--- src/shared/vanc_pkg.sv ---
/*
  Shared constants and carrier types for the vertical ancillary insertion window block.
  Assumes a single 25 MHz clock domain and AXI4-Lite register access with 32-bit data.
*/
package vanc_pkg;

  // ==========================================================================
  // Clock and bus basics
  // ==========================================================================
  localparam int CLK_PERIOD_NS = 40;
  localparam int ADDR_W = 8;
  localparam int DATA_W = 32;
  localparam int STRB_W = DATA_W / 8;

  // ==========================================================================
  // Register offsets (byte addresses)
  // ==========================================================================
  localparam logic [ADDR_W-1:0] ADDR_TOP_START = 8'h00;
  localparam logic [ADDR_W-1:0] ADDR_TOP_SIZE = 8'h04;
  localparam logic [ADDR_W-1:0] ADDR_BOT_START = 8'h08;
  localparam logic [ADDR_W-1:0] ADDR_BOT_SIZE = 8'h0C;
  localparam logic [ADDR_W-1:0] ADDR_CTRL = 8'h10;
  localparam logic [ADDR_W-1:0] ADDR_STATUS = 8'h14;

  // ==========================================================================
  // Field layout and reset values
  // ==========================================================================
  localparam int POS_W = 11;
  localparam int VERT_LSB = 16;
  localparam int HORIZ_LSB = 0;
  localparam logic [DATA_W-1:0] WIN_WMASK = 32'h07FF07FF;
  localparam logic [DATA_W-1:0] WIN_RESET = 32'h00000000;
  localparam int CTRL_EN_BIT = 0;
  localparam logic [DATA_W-1:0] CTRL_WMASK = 32'h00000001;
  localparam logic [DATA_W-1:0] CTRL_RESET = 32'h00000000;
  localparam int STAT_FIELD_BIT = 31;
  localparam int STAT_WIN_BIT = 30;
  localparam logic [POS_W-1:0] LINE_FIRST = 11'h001;
  localparam logic [POS_W-1:0] PIX_FIRST = 11'h000;
  localparam logic [POS_W-1:0] POS_MAX = 11'h7FF;

  // ==========================================================================
  // Bus responses and stream sizes
  // ==========================================================================
  localparam logic [1:0] RESP_OKAY = 2'h0;
  localparam logic [1:0] RESP_SLVERR = 2'h2;
  localparam int BYTE_W = 8;
  localparam int FIFO_DEPTH = 8;

  // ==========================================================================
  // Carrier types
  // ==========================================================================
  typedef struct packed {
    logic [4:0] rsv_hi;
    logic [POS_W-1:0] vert;
    logic [4:0] rsv_lo;
    logic [POS_W-1:0] horiz;
  } win_reg_type;

  typedef struct packed {
    logic sof;
    logic sol;
    logic field;
    logic anc;
    logic [BYTE_W-1:0] data;
  } beat_type;

endpackage : vanc_pkg

--- src/rtl/vanc_insertion_window_regs.sv ---
/*
  Vertical ancillary insertion window: AXI4-Lite registers, line/pixel counters,
  and a byte stream mux that swaps video bytes for buffered ancillary bytes.
  Assumes video bytes arrive with start-of-field/start-of-line marks and a field flag,
  all synchronous to aclk, and a sink that honours valid/ready.
*/
// Summary of operation
// RULE1: Each field keeps an 11-bit vertical size at bits 26..16 giving the number of ancillary lines.
// RULE2: Each field keeps an 11-bit horizontal size at bits 10..0 giving the ancillary width per line.
// RULE3: Software should program horizontal sizes and horizontal starts as multiples of eight.
// RULE4: The bottom field keeps an 11-bit vertical start at bits 26..16 and horizontal start at bits 10..0.
// RULE5: Vertical starts count from the line counter, whose first value is one.
// RULE6: Horizontal starts count from the pixel counter, whose first value is zero.
// RULE7: The top field keeps its own start register laid out like the bottom one.
// RULE8: Ancillary bytes replace video while line and pixel lie inside start plus size for the current field.
`timescale 1ns/1ps
module vanc_insertion_window_regs (
  input wire logic aclk,
  input wire logic aresetn,
  input wire logic [vanc_pkg::ADDR_W-1:0] s_axi_awaddr,
  input wire logic s_axi_awvalid,
  output logic s_axi_awready,
  input wire logic [vanc_pkg::DATA_W-1:0] s_axi_wdata,
  input wire logic [vanc_pkg::STRB_W-1:0] s_axi_wstrb,
  input wire logic s_axi_wvalid,
  output logic s_axi_wready,
  output logic [1:0] s_axi_bresp,
  output logic s_axi_bvalid,
  input wire logic s_axi_bready,
  input wire logic [vanc_pkg::ADDR_W-1:0] s_axi_araddr,
  input wire logic s_axi_arvalid,
  output logic s_axi_arready,
  output logic [vanc_pkg::DATA_W-1:0] s_axi_rdata,
  output logic [1:0] s_axi_rresp,
  output logic s_axi_rvalid,
  input wire logic s_axi_rready,
  input wire logic vid_valid,
  output logic vid_ready,
  input wire logic [vanc_pkg::BYTE_W-1:0] vid_data,
  input wire logic vid_sof,
  input wire logic vid_sol,
  input wire logic vid_field,
  input wire logic anc_valid,
  output logic anc_ready,
  input wire logic [vanc_pkg::BYTE_W-1:0] anc_data,
  output logic out_valid,
  input wire logic out_ready,
  output vanc_pkg::beat_type out_beat
);
  import vanc_pkg::*;

  // ==========================================================================
  // Helpers
  // ==========================================================================
  function automatic logic in_range(input logic [POS_W-1:0] pos, input logic [POS_W-1:0] start,
                                    input logic [POS_W-1:0] size);
    logic [POS_W:0] end_pos;
    end_pos = {1'b0, start} + {1'b0, size};
    in_range = ({1'b0, pos} >= {1'b0, start}) && ({1'b0, pos} < end_pos);
  endfunction : in_range

  function automatic logic [DATA_W-1:0] merge(input logic [DATA_W-1:0] old, input logic [DATA_W-1:0] wd,
                                              input logic [STRB_W-1:0] strb, input logic [DATA_W-1:0] mask);
    logic [DATA_W-1:0] res;
    res = old;
    for (int i = 0; i < STRB_W; i++) begin
      if (strb[i]) begin
        res[i*8 +: 8] = wd[i*8 +: 8];
      end
    end
    merge = res & mask;
  endfunction : merge

  // ==========================================================================
  // AXI4-Lite write path
  // ==========================================================================
  logic aw_held_r, aw_held_nxt, w_held_r, w_held_nxt, bvalid_r, bvalid_nxt;
  logic [ADDR_W-1:0] waddr_r, waddr_nxt;
  logic [DATA_W-1:0] wdata_r, wdata_nxt;
  logic [STRB_W-1:0] wstrb_r, wstrb_nxt;
  logic [1:0] bresp_r, bresp_nxt;
  logic do_write, wr_hit;
  win_reg_type top_start_r, top_start_nxt, top_size_r, top_size_nxt;
  win_reg_type bot_start_r, bot_start_nxt, bot_size_r, bot_size_nxt;
  logic [DATA_W-1:0] ctrl_r, ctrl_nxt;

  assign s_axi_awready = !aw_held_r;
  assign s_axi_wready = !w_held_r;
  assign s_axi_bvalid = bvalid_r;
  assign s_axi_bresp = bresp_r;
  // Write lands once both halves are held and the previous response is gone
  assign do_write = aw_held_r && w_held_r && !bvalid_r;
  assign wr_hit = (waddr_r == ADDR_TOP_START) || (waddr_r == ADDR_TOP_SIZE) || (waddr_r == ADDR_BOT_START) ||
                  (waddr_r == ADDR_BOT_SIZE) || (waddr_r == ADDR_CTRL);

  always_comb begin
    aw_held_nxt = aw_held_r;
    w_held_nxt = w_held_r;
    waddr_nxt = waddr_r;
    wdata_nxt = wdata_r;
    wstrb_nxt = wstrb_r;
    bvalid_nxt = bvalid_r;
    bresp_nxt = bresp_r;
    top_start_nxt = top_start_r;
    top_size_nxt = top_size_r;
    bot_start_nxt = bot_start_r;
    bot_size_nxt = bot_size_r;
    ctrl_nxt = ctrl_r;
    if (s_axi_awvalid && !aw_held_r) begin
      aw_held_nxt = 1'b1;
      waddr_nxt = {s_axi_awaddr[ADDR_W-1:2], 2'b00};
    end
    if (s_axi_wvalid && !w_held_r) begin
      w_held_nxt = 1'b1;
      wdata_nxt = s_axi_wdata;
      wstrb_nxt = s_axi_wstrb;
    end
    if (bvalid_r && s_axi_bready) begin
      bvalid_nxt = 1'b0;
    end
    if (do_write) begin
      aw_held_nxt = 1'b0;
      w_held_nxt = 1'b0;
      bvalid_nxt = 1'b1;
      bresp_nxt = wr_hit ? RESP_OKAY : RESP_SLVERR;
      unique case (waddr_r)
        ADDR_TOP_START: top_start_nxt = merge(top_start_r, wdata_r, wstrb_r, WIN_WMASK); // RULE7
        ADDR_TOP_SIZE: top_size_nxt = merge(top_size_r, wdata_r, wstrb_r, WIN_WMASK); // RULE1 RULE2
        ADDR_BOT_START: bot_start_nxt = merge(bot_start_r, wdata_r, wstrb_r, WIN_WMASK); // RULE4
        ADDR_BOT_SIZE: bot_size_nxt = merge(bot_size_r, wdata_r, wstrb_r, WIN_WMASK); // RULE1 RULE2
        ADDR_CTRL: ctrl_nxt = merge(ctrl_r, wdata_r, wstrb_r, CTRL_WMASK);
        default: ;
      endcase
    end
  end

  always_ff @(posedge aclk) begin
    if (!aresetn) begin
      aw_held_r <= 1'b0;
      w_held_r <= 1'b0;
      waddr_r <= '0;
      wdata_r <= '0;
      wstrb_r <= '0;
      bvalid_r <= 1'b0;
      bresp_r <= RESP_OKAY;
      top_start_r <= WIN_RESET;
      top_size_r <= WIN_RESET;
      bot_start_r <= WIN_RESET;
      bot_size_r <= WIN_RESET;
      ctrl_r <= CTRL_RESET;
    end else begin
      aw_held_r <= aw_held_nxt;
      w_held_r <= w_held_nxt;
      waddr_r <= waddr_nxt;
      wdata_r <= wdata_nxt;
      wstrb_r <= wstrb_nxt;
      bvalid_r <= bvalid_nxt;
      bresp_r <= bresp_nxt;
      top_start_r <= top_start_nxt;
      top_size_r <= top_size_nxt;
      bot_start_r <= bot_start_nxt;
      bot_size_r <= bot_size_nxt;
      ctrl_r <= ctrl_nxt;
    end
  end

  // ==========================================================================
  // Position counters and window decision
  // ==========================================================================
  logic [POS_W-1:0] line_r, line_nxt, pix_r, pix_nxt, cur_line, cur_pix;
  logic field_r, field_nxt, cur_win, accept, fifo_valid;
  logic [BYTE_W-1:0] fifo_data;
  win_reg_type cur_start, cur_size;

  always_comb begin
    cur_line = vid_sof ? LINE_FIRST : line_r; // RULE5
    if (vid_sol && !vid_sof) begin
      cur_line = (line_r == POS_MAX) ? POS_MAX : line_r + 11'h001;
    end
    cur_pix = vid_sol ? PIX_FIRST : pix_r; // RULE6
    cur_start = vid_field ? bot_start_r : top_start_r;
    cur_size = vid_field ? bot_size_r : top_size_r;
    cur_win = ctrl_r[CTRL_EN_BIT] && in_range(cur_line, cur_start.vert, cur_size.vert) &&
              in_range(cur_pix, cur_start.horiz, cur_size.horiz); // RULE8
    line_nxt = line_r;
    pix_nxt = pix_r;
    field_nxt = field_r;
    if (accept) begin
      line_nxt = cur_line;
      pix_nxt = (cur_pix == POS_MAX) ? POS_MAX : cur_pix + 11'h001; // RULE6
      field_nxt = vid_field;
    end
  end

  always_ff @(posedge aclk) begin
    if (!aresetn) begin
      line_r <= LINE_FIRST;
      pix_r <= PIX_FIRST;
      field_r <= 1'b0;
    end else begin
      line_r <= line_nxt;
      pix_r <= pix_nxt;
      field_r <= field_nxt;
    end
  end

  // ==========================================================================
  // Ancillary buffer and output stage
  // ==========================================================================
  logic out_valid_r, out_valid_nxt, out_free;
  beat_type out_beat_r, out_beat_nxt;

  // Inside the window the video waits for ancillary bytes rather than send a gap
  assign out_free = !out_valid_r || out_ready;
  assign vid_ready = out_free && (!cur_win || fifo_valid); // RULE8
  assign accept = vid_valid && vid_ready;
  assign out_valid = out_valid_r;
  assign out_beat = out_beat_r;

  vanc_fifo #(
    .WIDTH(BYTE_W),
    .DEPTH(FIFO_DEPTH)
  ) vanc_fifo_inst (
    .aclk(aclk),
    .aresetn(aresetn),
    .in_valid(anc_valid),
    .in_ready(anc_ready),
    .in_data(anc_data),
    .out_valid(fifo_valid),
    .out_ready(accept && cur_win),
    .out_data(fifo_data)
  );

  always_comb begin
    out_valid_nxt = out_valid_r;
    out_beat_nxt = out_beat_r;
    if (out_valid_r && out_ready) begin
      out_valid_nxt = 1'b0;
    end
    if (accept) begin
      out_valid_nxt = 1'b1;
      out_beat_nxt.sof = vid_sof;
      out_beat_nxt.sol = vid_sol;
      out_beat_nxt.field = vid_field;
      out_beat_nxt.anc = cur_win;
      out_beat_nxt.data = cur_win ? fifo_data : vid_data; // RULE8
    end
  end

  always_ff @(posedge aclk) begin
    if (!aresetn) begin
      out_valid_r <= 1'b0;
      out_beat_r <= '0;
    end else begin
      out_valid_r <= out_valid_nxt;
      out_beat_r <= out_beat_nxt;
    end
  end

  // ==========================================================================
  // AXI4-Lite read path
  // ==========================================================================
  logic rvalid_r, rvalid_nxt;
  logic [DATA_W-1:0] rdata_r, rdata_nxt;
  logic [1:0] rresp_r, rresp_nxt;
  logic [ADDR_W-1:0] raddr;

  assign s_axi_arready = !rvalid_r;
  assign s_axi_rvalid = rvalid_r;
  assign s_axi_rdata = rdata_r;
  assign s_axi_rresp = rresp_r;
  assign raddr = {s_axi_araddr[ADDR_W-1:2], 2'b00};

  always_comb begin
    rvalid_nxt = rvalid_r;
    rdata_nxt = rdata_r;
    rresp_nxt = rresp_r;
    if (rvalid_r && s_axi_rready) begin
      rvalid_nxt = 1'b0;
    end
    if (s_axi_arvalid && !rvalid_r) begin
      rvalid_nxt = 1'b1;
      rresp_nxt = RESP_OKAY;
      unique case (raddr)
        ADDR_TOP_START: rdata_nxt = top_start_r;
        ADDR_TOP_SIZE: rdata_nxt = top_size_r;
        ADDR_BOT_START: rdata_nxt = bot_start_r;
        ADDR_BOT_SIZE: rdata_nxt = bot_size_r;
        ADDR_CTRL: rdata_nxt = ctrl_r;
        ADDR_STATUS: begin
          rdata_nxt = '0;
          rdata_nxt[STAT_FIELD_BIT] = field_r;
          rdata_nxt[STAT_WIN_BIT] = out_beat_r.anc;
          rdata_nxt[VERT_LSB +: POS_W] = line_r;
          rdata_nxt[HORIZ_LSB +: POS_W] = pix_r;
        end
        default: begin
          rdata_nxt = '0;
          rresp_nxt = RESP_SLVERR;
        end
      endcase
    end
  end

  always_ff @(posedge aclk) begin
    if (!aresetn) begin
      rvalid_r <= 1'b0;
      rdata_r <= '0;
      rresp_r <= RESP_OKAY;
    end else begin
      rvalid_r <= rvalid_nxt;
      rdata_r <= rdata_nxt;
      rresp_r <= rresp_nxt;
    end
  end
endmodule : vanc_insertion_window_regs

--- src/rtl/vanc_fifo.sv ---
/*
  Synchronous FIFO with valid/ready on both sides, width and depth as parameters.
  Assumes one clock and a synchronous active-low reset; depth is a power of two.
*/
`timescale 1ns/1ps
module vanc_fifo #(
  parameter int WIDTH = vanc_pkg::BYTE_W,
  parameter int DEPTH = vanc_pkg::FIFO_DEPTH
) (
  input wire logic aclk,
  input wire logic aresetn,
  input wire logic in_valid,
  output logic in_ready,
  input wire logic [WIDTH-1:0] in_data,
  output logic out_valid,
  input wire logic out_ready,
  output logic [WIDTH-1:0] out_data
);
  import vanc_pkg::*;

  localparam int PW = $clog2(DEPTH);

  // ==========================================================================
  // Storage and pointers
  // ==========================================================================
  logic [WIDTH-1:0] mem_r [DEPTH];
  logic [PW:0] wr_ptr_r, wr_ptr_nxt, rd_ptr_r, rd_ptr_nxt;
  logic push, pop, full, empty;

  // Extra pointer bit tells full from empty without a counter
  assign full = (wr_ptr_r[PW] != rd_ptr_r[PW]) && (wr_ptr_r[PW-1:0] == rd_ptr_r[PW-1:0]);
  assign empty = (wr_ptr_r == rd_ptr_r);
  assign in_ready = !full;
  assign out_valid = !empty;
  assign out_data = mem_r[rd_ptr_r[PW-1:0]];
  assign push = in_valid && !full;
  assign pop = out_ready && !empty;

  always_comb begin
    wr_ptr_nxt = wr_ptr_r + (PW+1)'(push);
    rd_ptr_nxt = rd_ptr_r + (PW+1)'(pop);
  end

  always_ff @(posedge aclk) begin
    if (!aresetn) begin
      wr_ptr_r <= '0;
      rd_ptr_r <= '0;
    end else begin
      wr_ptr_r <= wr_ptr_nxt;
      rd_ptr_r <= rd_ptr_nxt;
    end
  end

  // Storage needs no reset; reads are gated by empty
  always_ff @(posedge aclk) begin
    if (push) begin
      mem_r[wr_ptr_r[PW-1:0]] <= in_data;
    end
  end

endmodule : vanc_fifo

--- config.mk ---
export PLATFORM = sky130hd
export DESIGN_NAME = vanc_insertion_window_regs
export DESIGN_NICKNAME = d
export VERILOG_FILES = /design/src/shared/vanc_pkg.sv /design/src/rtl/vanc_insertion_window_regs.sv /design/src/rtl/vanc_fifo.sv
export SDC_FILE = /design/constraint.sdc
export NUM_CORES = 1
export LEC_CHECK = 0
export ABC_AREA = 0
export BUFFER_PORTS_ARGS = -buffer_cell sky130_fd_sc_hd__buf_2
export CAP_MARGIN = 25
export CELL_PAD_IN_SITES_DETAIL_PLACEMENT = 2
export CELL_PAD_IN_SITES_GLOBAL_PLACEMENT = 2
export CORE_MARGIN = 2
export CORE_UTILIZATION = 41
export CTS_CLUSTER_SIZE = 14
export DETAILED_ROUTE_END_ITERATION = 10
export GPL_ROUTABILITY_DRIVEN = 0
export PLACE_DENSITY = 0.95
export SYNTH_ARGS = -nofsm -noshare
export SYNTH_HDL_FRONTEND = slang
export SYNTH_SLANG_ARGS = --single-unit
export TNS_END_PERCENT = 30
--- constraint.sdc ---
create_clock -name aclk -period 11.9 [get_ports aclk]
set_input_delay 2.38 -clock aclk [delete_from_list [all_inputs] [get_ports aclk]]
set_output_delay 2.38 -clock aclk [all_outputs]
set_load 0.05 [all_outputs]
* Word-level counts from Yosys, hierarchy flattened
Memories as Yosys holds them, arrays and structs flattened. A register that Yosys moved wholly into a read port is not among the register bits.
Index checks and enable logic that the tools add are counted.
** Storage, ports and cells
- Bits in registers :: 209
- Memory bits (writable) :: 64
- Input port bits :: 81
- Logic and storage cells :: 141
- Memories :: 1
** Memory list
- vanc_fifo_inst.mem_r :: depth 8, width 8, rd ports 1, clocked after Yosys merged registers in 1, write ports 1, line vanc_fifo.sv:26 : logic [WIDTH-1:0] mem_r [DEPTH];
** Cells by class
- Add/subtract/negate cells :: 6
- $lt $le $gt $ge :: 4
- Equal/unequal tests :: 14
- Muxes and demuxes :: 20
- Bitwise logic cells :: 1
- Reductions and logical operators :: 58
** Operator list (number)
- $pmux W32 S6 :: 1
- $mux W11 :: 5
- $mux W27 :: 2
- $reduce_and A3 Y1 :: 17
- $add A11 B11 Y12 :: 2
- $eq A6 B2 Y1 const B :: 4
- $lt A11 B12 Y1 :: 2
- $add A11 B1 Y11 const B :: 2
- $eq A11 B11 Y1 const B :: 2
- $ge A11 B11 Y1 :: 2
- $logic_and A1 B1 Y1 :: 19
- $eq A6 B3 Y1 const B :: 3
- $logic_not A8 Y1 :: 2
- $eq A6 B1 Y1 const B :: 2
- $logic_not A1 Y1 :: 9
- $add A4 B1 Y4 :: 2
- $mux W1 :: 8
- $mux W8 :: 1
- $logic_or A1 B1 Y1 :: 6
- $reduce_bool A2 Y1 :: 3
- $reduce_or A6 Y1 :: 1
- $eq A4 B4 Y1 :: 1
- $mux W2 :: 2
- $eq A3 B3 Y1 :: 1
- other kinds (4) :: 4

* Depth between registers and ports, before layout
Gate-level depths: netlist of run 1.
- Depth in word-level cells :: 15
- Depth in mapped cells :: 24

* Hierarchy
A second synthesis of run 1 with hierarchy kept.
** Second synthesis, totals
- Cell total of the unflattened synthesis :: 1347
- Area total of the unflattened synthesis :: 13332.8 µm²
** Modules (own cells, without submodules)
- vanc_insertion_window_regs :: instances 1, cells an instance 1205, area each 10397.5 µm²
- vanc_fifo :: instances 1, cells an instance 142, area each 2935.3 µm²

* Worst setup path after synthesis of run 1
OpenSTA, ideal clock, no wires.
- Path kind :: in2out
- Start point :: input vid_field
- End point :: output vid_ready
- Data arrival time :: 7.695 ns
- Required time :: 9.520 ns
- Setup slack :: 1.825 ns
- Cell stages on the path :: 21
- Path buffers :: 4
- Cells stage by stage :: clkbuf_1 clkbuf_1 mux2i_1 inv_1 ha_1 nor2b_1 o21ai_0 nand2b_1 a21o_1 a21o_1 a31o_2 a2111oi_0 nor3b_1 ha_1 a21oi_1 or3_1 o211a_1 and2_1 clkbuf_1 buf_4 a21boi_0
** On the way
- Cells in the longest elaborated chain, start to end :: 9
- Elaborated cells on any way between the ends :: 15
- Classes of those cells :: add/sub (2); order compare (4); mux (2); reduce/logical (7)
** Ends and longest elaborated chain
- start, declared :: line vanc_insertion_window_regs.sv:42 : input wire logic vid_field,
- $mux W27 (on tied branches) :: line vanc_insertion_window_regs.sv:181, vanc_insertion_window_regs.sv:182
- $add A11 B11 Y12 :: line vanc_insertion_window_regs.sv:58 : end_pos = {1'b0, start} + {1'b0, size};
- $lt A11 B12 Y1 :: line vanc_insertion_window_regs.sv:59 : in_range = ({1'b0, pos} >= {1'b0, start}) && ({1'b0, pos} < end_pos);
- $logic_and A1 B1 Y1 :: line vanc_insertion_window_regs.sv:59
- $logic_and A1 B1 Y1 :: line vanc_insertion_window_regs.sv:183 : cur_win = ctrl_r[CTRL_EN_BIT] && in_range(cur_line, cur_start.vert, cur_size.vert) &&
- $logic_and A1 B1 Y1 * :: line vanc_insertion_window_regs.sv:183
- $logic_not A1 Y1 * :: line vanc_insertion_window_regs.sv:215 : assign vid_ready = out_free && (!cur_win || fifo_valid);
- $logic_or A1 B1 Y1 * :: line vanc_insertion_window_regs.sv:215
- $logic_and A1 B1 Y1 * :: line vanc_insertion_window_regs.sv:215
- end, declared :: line vanc_insertion_window_regs.sv:38 : output logic vid_ready,
Every way passes the cells marked *; elsewhere a longest branch is shown, timed or not.

* Worst setup path after layout of run 1
Ends and elaborated chain as after synthesis.

==> results.cfg, run 1 <==
[routing]
drtPass1Iterations = 5
routedWlPerCell_um = 38.6
drc = 0
drt_iter0_markers = 1486
viasPerCell = 6.99
final_antenna_net_count = 0
vias = 13000
postRouteWirelength_um = 71600

[setup_path]
r2r-end = out_beat[7]
cp-end-kind = primary output
path_class = in -> out
worst_ep_required_time_ps = 9520
crit_path_start_kind = input pin
cp_max_fo = 26
reg2reg_slack_ps = 5280
reg2reg_from = line_r[0]
reg2reg_depth = 16
cp_data_arrival_time_ps = 8940

[global_route]
grt_overflow = 0
grt_antenna_before_repair = 2
grt_max_degree = 91
grt_pass1_wl_um = 94500
first_global_vias = 13800
grt_usage = 0.376

[timing]
drv_slew = 0
fin_worst_skew_ps = 27.2
period_minus_slack_ps = 11320
hold_ws_ps = 503
worstMarginPinSlew_ps = 1090
setup_violations = 0
slew_headroom = 0.268
max_freq_ghz = 0.0883
finalCritPeriodShare = 0.951
finalHoldViolCount = 0
worst_slack_ps = 580
setup-tns-final_ps = 0
rsz0062_at_grt = no

[cts]
holdBufCountCts = 0
cts_tree = done
numCtsBuffers = 28
cts_buffer_depth = 3
clkSlewWorstSetupHoldPaths_ps = 60
htree_levels = 1
clock-sinks = 258
cts.repair.resized = 0
root_buffer = clkbuf_16
post_cts_buffers = 0
clkLatencyLatePin_ps = 580

[synth]
ys_top_cells_by_area = dfxtp_1 29%, edfxtp_1 15%, mux2i_1 9.8%
yosysTopAreaCell = dfxtp_1
synth_edf_count = 64
seq_area_frac_synth = 0.439
yosysWarnings = 0
avgSynthCellArea_um2 = 9.83
ys_top_cells_by_count = 194 x dfxtp_1, 175 x nor2_1, 130 x mux2i_1, 118 x nand2_1, 104 x a21oi_1
yosys_register_bits = 258
yosysMostFrequentCell = dfxtp_1
synth_flop_cell = dfxtp_1
yosysUniqueCellTypes = 68
synthArstFlopShare = 0
syn-instance-count = 1345
synth_top_area_frac = 0.294
synth_area_um2 = 13200

[power]
vdd_drop_max_mv = 0.166
power.density_nw_per_um2 = 143
total_power_mw = 2.17
p_leak_nw = 6.79

[finish]
drive_above_1_share = 0.179
syn_to_final_growth_pct = 14.8
nets = 1582
fillers = 3167
layout.cells.non_filler = 1855

[place]
io_buffers = 112
dpl.hpwl_um = 38400
placed_cells = 1796
place_ws_ps = 1570

[die]
coreArea_um2 = 31600
num_rows = 65
start_util = 0.418
dieWidth_um = 184
fp.dieH_um = 184
fp.dieArea_um2 = 33700
num_io_pins = 137

[min_path]
hold_path_depth = 2
min_path_type = reg -> reg
min-delay-start = s_axi_rdata[9]
hold_path_end = s_axi_rdata[9]

[outcome]
status = complete, no violations

[job]
cap_violations = 0
[layout by cell type (no fill, tap or decap), drive strengths merged, types with 7 or more instances in the layout]
master	Yosys	layout
mux2	54	54
nand3	37	37
a21oi	104	104
a222oi	21	21
nor2	175	175
and2	9	9
o21ai	27	27
nand2	118	118
nand2b	11	11
nor2b	18	18
a211oi	18	18
dfxtp	194	194
and3	10	10
xor2	14	14
edfxtp	64	64
a21o	10	10
nor3	18	18
conb	1	10
mux4	16	16
nand3b	9	9
mux2i	130	130
ha	70	70
a31oi	12	12
buf	25	129
clkinv	0	7
inv	45	45
xnor2	14	14
clkbuf	59	38
[layout make-up]
type                       count  area [um2]  share of cell area
antenna                        2        5.00            0.000330
clock buffer                  38         800              0.0527
clock inverter                14         229              0.0151
inverter                      45         174              0.0115
multi-input combinational    967        6900               0.455
sequential                   258        5810               0.382
tap                          402         503              0.0331
timing repair buffer         129         759              0.0500
[power breakdown]
| group | internal [mW] | total, mW | leakage, nW | switching, mW |
|---|---|---|---|---|
| registers | 0.916 | 0.945 | 2.15 | 0.0290 |
| logic | 0.0514 | 0.188 | 4.13 | 0.136 |
| clock network | 0.601 | 1.04 | 0.502 | 0.437 |
| total | 1.57 | 2.17 | 6.79 | 0.603 |
[kinds of logic (layout without fill, tap and decap cells)]
group                      count (synthesis)  after routing  share of synthesized area
DFF                                      258            258                      0.439
buffers and inverters                    129            226                     0.0425
other                                      1             12                   0.000284
adders and majority gates                 72             72                     0.0693
AOI/OAI and AO/OA                        227            227                      0.112
muxes                                    200            200                      0.172
and+or+nand+nor                          430            430                      0.147
xor gates and xnor gates                  28             28                     0.0186
[flip-flops by register name, indices dropped and copies added (netlist names), 12 cells and up]
name / cells
vanc_fifo_inst.mem_r: 64
top_start_r: 22
wdata_r: 22
top_size_r: 22
bot_start_r: 22
bot_size_r: 22
out_beat: 12
s_axi_rdata: 24
[stage by stage]
stage          utilization  instance area [um2]
2_1_floorplan            -                13300
3_3_place_gp         0.443                14000
3_5_place_dp         0.444                14000
4_1_cts              0.476                15100
5_1_grt              0.480                15200
6_report             0.480                15200
[worst max path at each step]
stage                 to  startpoint  slack [ps]
2_1_floorplan  vid_ready   vid_field        1830
3_3_place_gp   vid_ready   vid_field        2030
3_5_place_dp   vid_ready   vid_field        1570
4_1_cts        vid_ready   vid_field        1200
5_1_grt        vid_ready   vid_field         150
6_report       vid_ready   vid_field         580
[layer usage]
layer,wire length (um),GRT usage
met1,25500,0.440
met2,33000,0.639
met3,7090,0.0812
met4,5920,0.213
met5,11,0
[worst max-delay path, stage by stage]
cell and delay (ps):
buf_2 630, buf_4 500, mux2i_1 410, inv_1 140
ha_1 430, nand2_1 180, nand2_1 110, a21oi_1 290
o21bai_1 110, a21oi_1 260, o21ai_0 280, and4b_1 330
nor4_1 470, ha_1 370, nor2b_1 190, o31ai_2 560
and2_1 740, a21boi_0 210, buf_2 270
Note: power is estimated with default switching activity, not from simulation.
==> inputs of run 2 (changes only) <==
Settings changed: SYNTH_HIERARCHICAL from default to 1.
==> run 2 against run 1 <==
Fmax increased by 7.0%. Highest routed layer is now met4. Worst hold slack got worse by 35 ps. Via count decreased by 6.0%. Sequential share of layout area decreased by 0.32 points. Critical endpoint unchanged. Flip-flop and latch count unchanged.
==> results.cfg, run 2 <==
[synth]
yosys_register_bits = 258
synth_top_area_frac = 0.291
seq_area_frac_synth = 0.435
yosysMostFrequentCell = dfxtp_1
syn-instance-count = 1347
avgSynthCellArea_um2 = 9.90
ys_top_cells_by_area = dfxtp_1 29%, edfxtp_1 14%, mux2i_1 9.9%
yosysTopAreaCell = dfxtp_1
yosysWarnings = 6
synthArstFlopShare = 0
synth_flop_cell = dfxtp_1
synth_area_um2 = 13300
yosysUniqueCellTypes = 69
ys_top_cells_by_count = 194 x dfxtp_1, 172 x nor2_1, 132 x mux2i_1, 115 x nand2_1, 103 x a21oi_1
synth_edf_count = 64

[outcome]
status = complete, no violations

[timing]
setup_violations = 0
slew_headroom = 0.168
finalHoldViolCount = 0
hold_ws_ps = 468
worst_slack_ps = 1320
rsz0062_at_grt = no
setup-tns-final_ps = 0
max_freq_ghz = 0.0945
drv_slew = 0
worstMarginPinSlew_ps = 1220
finalCritPeriodShare = 0.889
fin_worst_skew_ps = 28.7
period_minus_slack_ps = 10580

[cts]
cts.repair.resized = 0
clkLatencyLatePin_ps = 580
clkSlewWorstSetupHoldPaths_ps = 60
root_buffer = clkbuf_16
holdBufCountCts = 0
post_cts_buffers = 0
numCtsBuffers = 28
htree_levels = 1
cts_buffer_depth = 3
cts_tree = done
clock-sinks = 258

[setup_path]
crit_chain = buf_2 -> mux2i_1 -> inv_1 -> ha_1 -> a21oi_1 -> o21ai_1 -> a2111oi_0 -> o21ai_0 -> xnor2_1 -> ha_1 -> a2111oi_0 -> o221ai_1 -> o221ai_1 -> o211ai_2 -> o31a_1 -> buf_2
crit_path_start_kind = input pin
cp_data_arrival_time_ps = 8200
slowest_delay_ps = 1080
reg2reg_slack_ps = 5140
path_class = in -> out
cp_max_fo = 26
crit_start = vid_field
worst_ep_required_time_ps = 9520
cp-end-kind = primary output
reg2reg_from = top_start_r[1]
slowest_stage = a2111oi_0

[routing]
drt_iter0_markers = 1179
drtPass1Iterations = 5
postRouteWirelength_um = 62500
final_antenna_net_count = 0
vias = 12200
drc = 0
routedWlPerCell_um = 32.9
viasPerCell = 6.42

[place]
placed_cell_area_um2 = 14300
dpl.hpwl_um = 35700
place_ws_ps = 1690
io_buffers = 112

[global_route]
grt_antenna_before_repair = 0
grt_usage = 0.357
grt_max_degree = 102
grt_overflow = 0
grt_pass1_wl_um = 89500
first_global_vias = 13600

[finish]
final_cell_area_um2 = 15300
largest_reg_flops = 64
mostFrequentLayoutCells = 194 x dfxtp_1, 172 x nor2_1, 132 x mux2i_1
diodes = 0
syn_to_final_growth_pct = 14.8
mostFrequentLayoutCell = dfxtp_1
drive_above_1_share = 0.167
nets = 1589

[min_path]
min_path_type = reg -> reg
min-delay-start = s_axi_rdata[30]

[die]
dieWidth_um = 184
num_rows = 66
start_util = 0.413
fp.dieArea_um2 = 34000
coreArea_um2 = 32300
num_io_pins = 137
fp.dieH_um = 184

[power]
power_frac_clock = 0.463
total_power_mw = 2.07
seqPwrFrac = 0.454
power.density_nw_per_um2 = 135
netSwitchingFraction = 0.264
internal_power_mw = 1.53
p_leak_nw = 6.87
pwr-share-comb = 0.084
vdd_drop_max_mv = 0.149
switchingPower_uw = 548

[job]
cap_violations = 0
==> run 2: changes by cell type in the layout (fill, tap and decap cells not counted), moves of 9 or more <==
cell      before  now
inv_1         44   64
a31oi_1       12    2
mux4_1         0   16
a222oi_1      21   30
mux4_2        16    0
nand3_1       37   28
==> run 2: layout make-up <==
cell class / instances / area (um2)
tap: 442 / 553
multi-input combinational: 954 / 6960
clock buffer: 39 / 813
timing repair buffer: 129 / 768
sequential: 258 / 5810
clock inverter: 12 / 160
fill: 3311 / 17000
inverter: 65 / 246
==> run 2: power groups by stage <==
stage / clock network (mW) / registers (mW) / logic [mW]
floorplan: 0 / 0.963 / 0.0872
global placement: 0 / 0.952 / 0.145
detailed placement: 0 / 0.955 / 0.156
CTS: 0.964 / 0.939 / 0.166
global route: 0.996 / 0.941 / 0.180
finish: 0.959 / 0.941 / 0.174
==> run 2: critical path: cells and delay by family <==
| family | cells | cell delay (ps) |
|---|---|---|
| AOI/OAI and AO/OA | 9 | 3440 |
| adders and majority gates | 2 | 640 |
| xor gates and xnor gates | 1 | 220 |
| buffers and inverters | 3 | 980 |
| muxes | 1 | 510 |
==> run 2: metal layers <==
metal,wire [um],vias to the layer above,GRT usage
li1,-,5002,-
met1,23100,6124,0.401
met2,30500,779,0.619
met3,4670,290,0.0648
met4,4230,0,0.231
met5,0,-,0.0178
==> run 2: final timing paths <==
check                                  endpoint  cells past startpoint
worst min-delay path            s_axi_rdata[30]                      2
worst max register to register        line_r[6]                     17
worst min register to register  s_axi_rdata[30]                      2
worst max-delay path                  vid_ready                     16
==> run 2: stage by stage <==
stage / cells / utilization
final: 1899 / 0.474
after detailed placement: 1845 / 0.441
after global routing: 1899 / 0.474
after global placement: 1844 / 0.441
after floorplan: 1356 / -
after CTS: 1896 / 0.472
==> run 2: cell families after synthesis <==
| logic type | share of synthesized area |
|---|---|
| multiplexers | 0.176 |
| AND/OR/NAND/NOR | 0.138 |
| other | 0.000281 |
| flip-flops | 0.435 |
| AO/OA/AOI/OAI | 0.118 |
| buffers and inverters | 0.0465 |
| XOR/XNOR | 0.0171 |
| adder cells (fa/ha/maj) | 0.0687 |
==> inputs of run 3 (changes only) <==
Settings changed: GPL_TIMING_DRIVEN from default to 0.
==> run 3 against run 2 <==
Flip-flop and latch count unchanged. Non-clock buffer count increased by 63. Clock power decreased by 1%. Wire length decreased by 0.11%. Final cell count increased by 3.4%. Combinational power increased by 4%. Die area unchanged. Cell area increased by 0.94%. Clock skew decreased by 7.8 ps. Critical path type unchanged.
==> results.cfg, run 3 (synthesis results as in run 2) <==
[routing]
postRouteWirelength_um = 62500
drt_iter0_markers = 1124
final_antenna_net_count = 0
drtPass1Iterations = 8
viasPerCell = 6.26
routedWlPerCell_um = 31.8
vias = 12300
drc = 0

[min_path]
hold_path_depth = 2
min_path_type = reg -> reg

[cts]
root_buffer = clkbuf_16
cts_buffer_depth = 3
post_cts_buffers = 0
numCtsBuffers = 28
holdBufCountCts = 0
clkLatencyLatePin_ps = 590
cts.repair.resized = 0
clkSlewWorstSetupHoldPaths_ps = 60
cts_tree = done
htree_levels = 1
clock-sinks = 258

[die]
dieWidth_um = 184
num_rows = 66
fp.dieArea_um2 = 34000
start_util = 0.413
num_io_pins = 137
coreArea_um2 = 32300
fp.dieH_um = 184

[timing]
setup_violations = 0
finalHoldViolCount = 0
worstMarginPinSlew_ps = 1180
rsz0062_at_grt = no
finalCritPeriodShare = 0.928
max_freq_ghz = 0.0906
slew_headroom = 0.191
fin_worst_skew_ps = 20.9
drv_slew = 0
period_minus_slack_ps = 11040
setup-tns-final_ps = 0

[setup_path]
crit_path_start_kind = input pin
reg2reg_slack_ps = 5380
crit_start = vid_field
reg2reg_depth = 16
slowest_stage = a2111oi_0
reg2reg_from = top_start_r[1]
r2r-end = out_beat[2]
worst_ep_required_time_ps = 9520
cp_max_fo = 10
path_class = in -> out
cp-end-kind = primary output
slowest_delay_ps = 1060
cp-endpoint = vid_ready
crit_chain = clkbuf_1 -> clkbuf_1 -> mux2i_1 -> inv_1 -> ha_1 -> a21oi_1 -> o21ai_1 -> a2111oi_0 -> o21ai_0 -> xnor2_1 -> ha_1 -> a2111oi_0 -> o221ai_1 -> o221ai_1 -> o211ai_2 -> o31a_1 -> buf_2
cp_data_arrival_time_ps = 8660

[finish]
largest_reg_flops = 64
fillers = 3351
drive_above_1_share = 0.163
diodes = 0
layout.cells.non_filler = 1963
syn_to_final_growth_pct = 15.9
nets = 1652
mostFrequentLayoutCells = 194 x dfxtp_1, 172 x nor2_1, 132 x mux2i_1
mostFrequentLayoutCell = dfxtp_1

[power]
vdd_drop_max_mv = 0.134
power.density_nw_per_um2 = 134
p_leak_nw = 6.93

[place]
placed_cells = 1911
dpl.hpwl_um = 41500
io_buffers = 110

[global_route]
grt_pass1_wl_um = 91300
grt_overflow = 0
grt_antenna_before_repair = 2
grt_usage = 0.365
grt_max_degree = 15
first_global_vias = 13700

[outcome]
status = complete, no violations

[job]
cap_violations = 0
## run 3: cell types whose count changed in the layout (fill, tap and decap cells not counted), moves of 2 or more
| cell | delta |
|---|---|
| clkbuf_8 | -2 |
| clkbuf_1 | +54 |
| buf_2 | +7 |
| clkinv_2 | +2 |
| buf_16 | -4 |
| buf_6 | +2 |
| buf_1 | +2 |
## run 3: cell type report
| type | instances | area (um2) | share of cell area |
|---|---|---|---|
| repair buffers | 113 | 572 | 0.0370 |
| clock inverters | 17 | 204 | 0.0132 |
| multi-input cells | 954 | 6940 | 0.449 |
| inverters | 65 | 244 | 0.0158 |
| plain buffers | 79 | 375 | 0.0243 |
| flip-flops and latches | 258 | 5810 | 0.376 |
| clock buffers | 35 | 757 | 0.0490 |
| well taps | 442 | 553 | 0.0358 |
## run 3: per-layer routing
layer | GRT usage | routed length [um] | part of all wire
met1 | 0.416 | 23600 | 0.38
met2 | 0.637 | 30900 | 0.49
met3 | 0.0741 | 4250 | 0.068
met4 | 0.208 | 3700 | 0.059
met5 | 0 | 30 | 0.00048
## run 3: metrics by stage
step                      instance area, um2   util  total power, mW  setup slack (ps)  hold WS, ps
after floorplan                        13400      -             1.05              2940          446
after global placement                 14500  0.448             1.11              1670          447
after detailed placement               14500  0.449             1.13              1290          455
after CTS                              15500  0.479             2.06              1150          476
after global routing                   15500  0.479             2.11               692          496
final                                  15500  0.479             2.07               863          474
## run 3: worst min-delay path by stage
stage,start,end
global route,out_beat[1],out_beat[1]
detailed placement,out_beat[7],out_beat[7]
global placement,out_beat[1],out_beat[1]
floorplan,wstrb_r[0],wstrb_r[0]
CTS,out_beat[1],out_beat[1]
finish,out_beat[1],out_beat[1]
## run 3: power breakdown
part	switching, mW	total [mW]	internal [mW]	leakage [nW]
Sequential	0.0235	0.941	0.917	2.15
Combinational	0.132	0.181	0.0491	4.32
Clock	0.407	0.945	0.538	0.456
Total	0.562	2.07	1.50	6.93
## run 3: critical path: cells and delay by family
kind,cells,cell delay (ps)
mux,1,580
compound gates,9,3270
xor+xnor,1,250
buf+inv,4,1550
fa+ha+maj,2,610
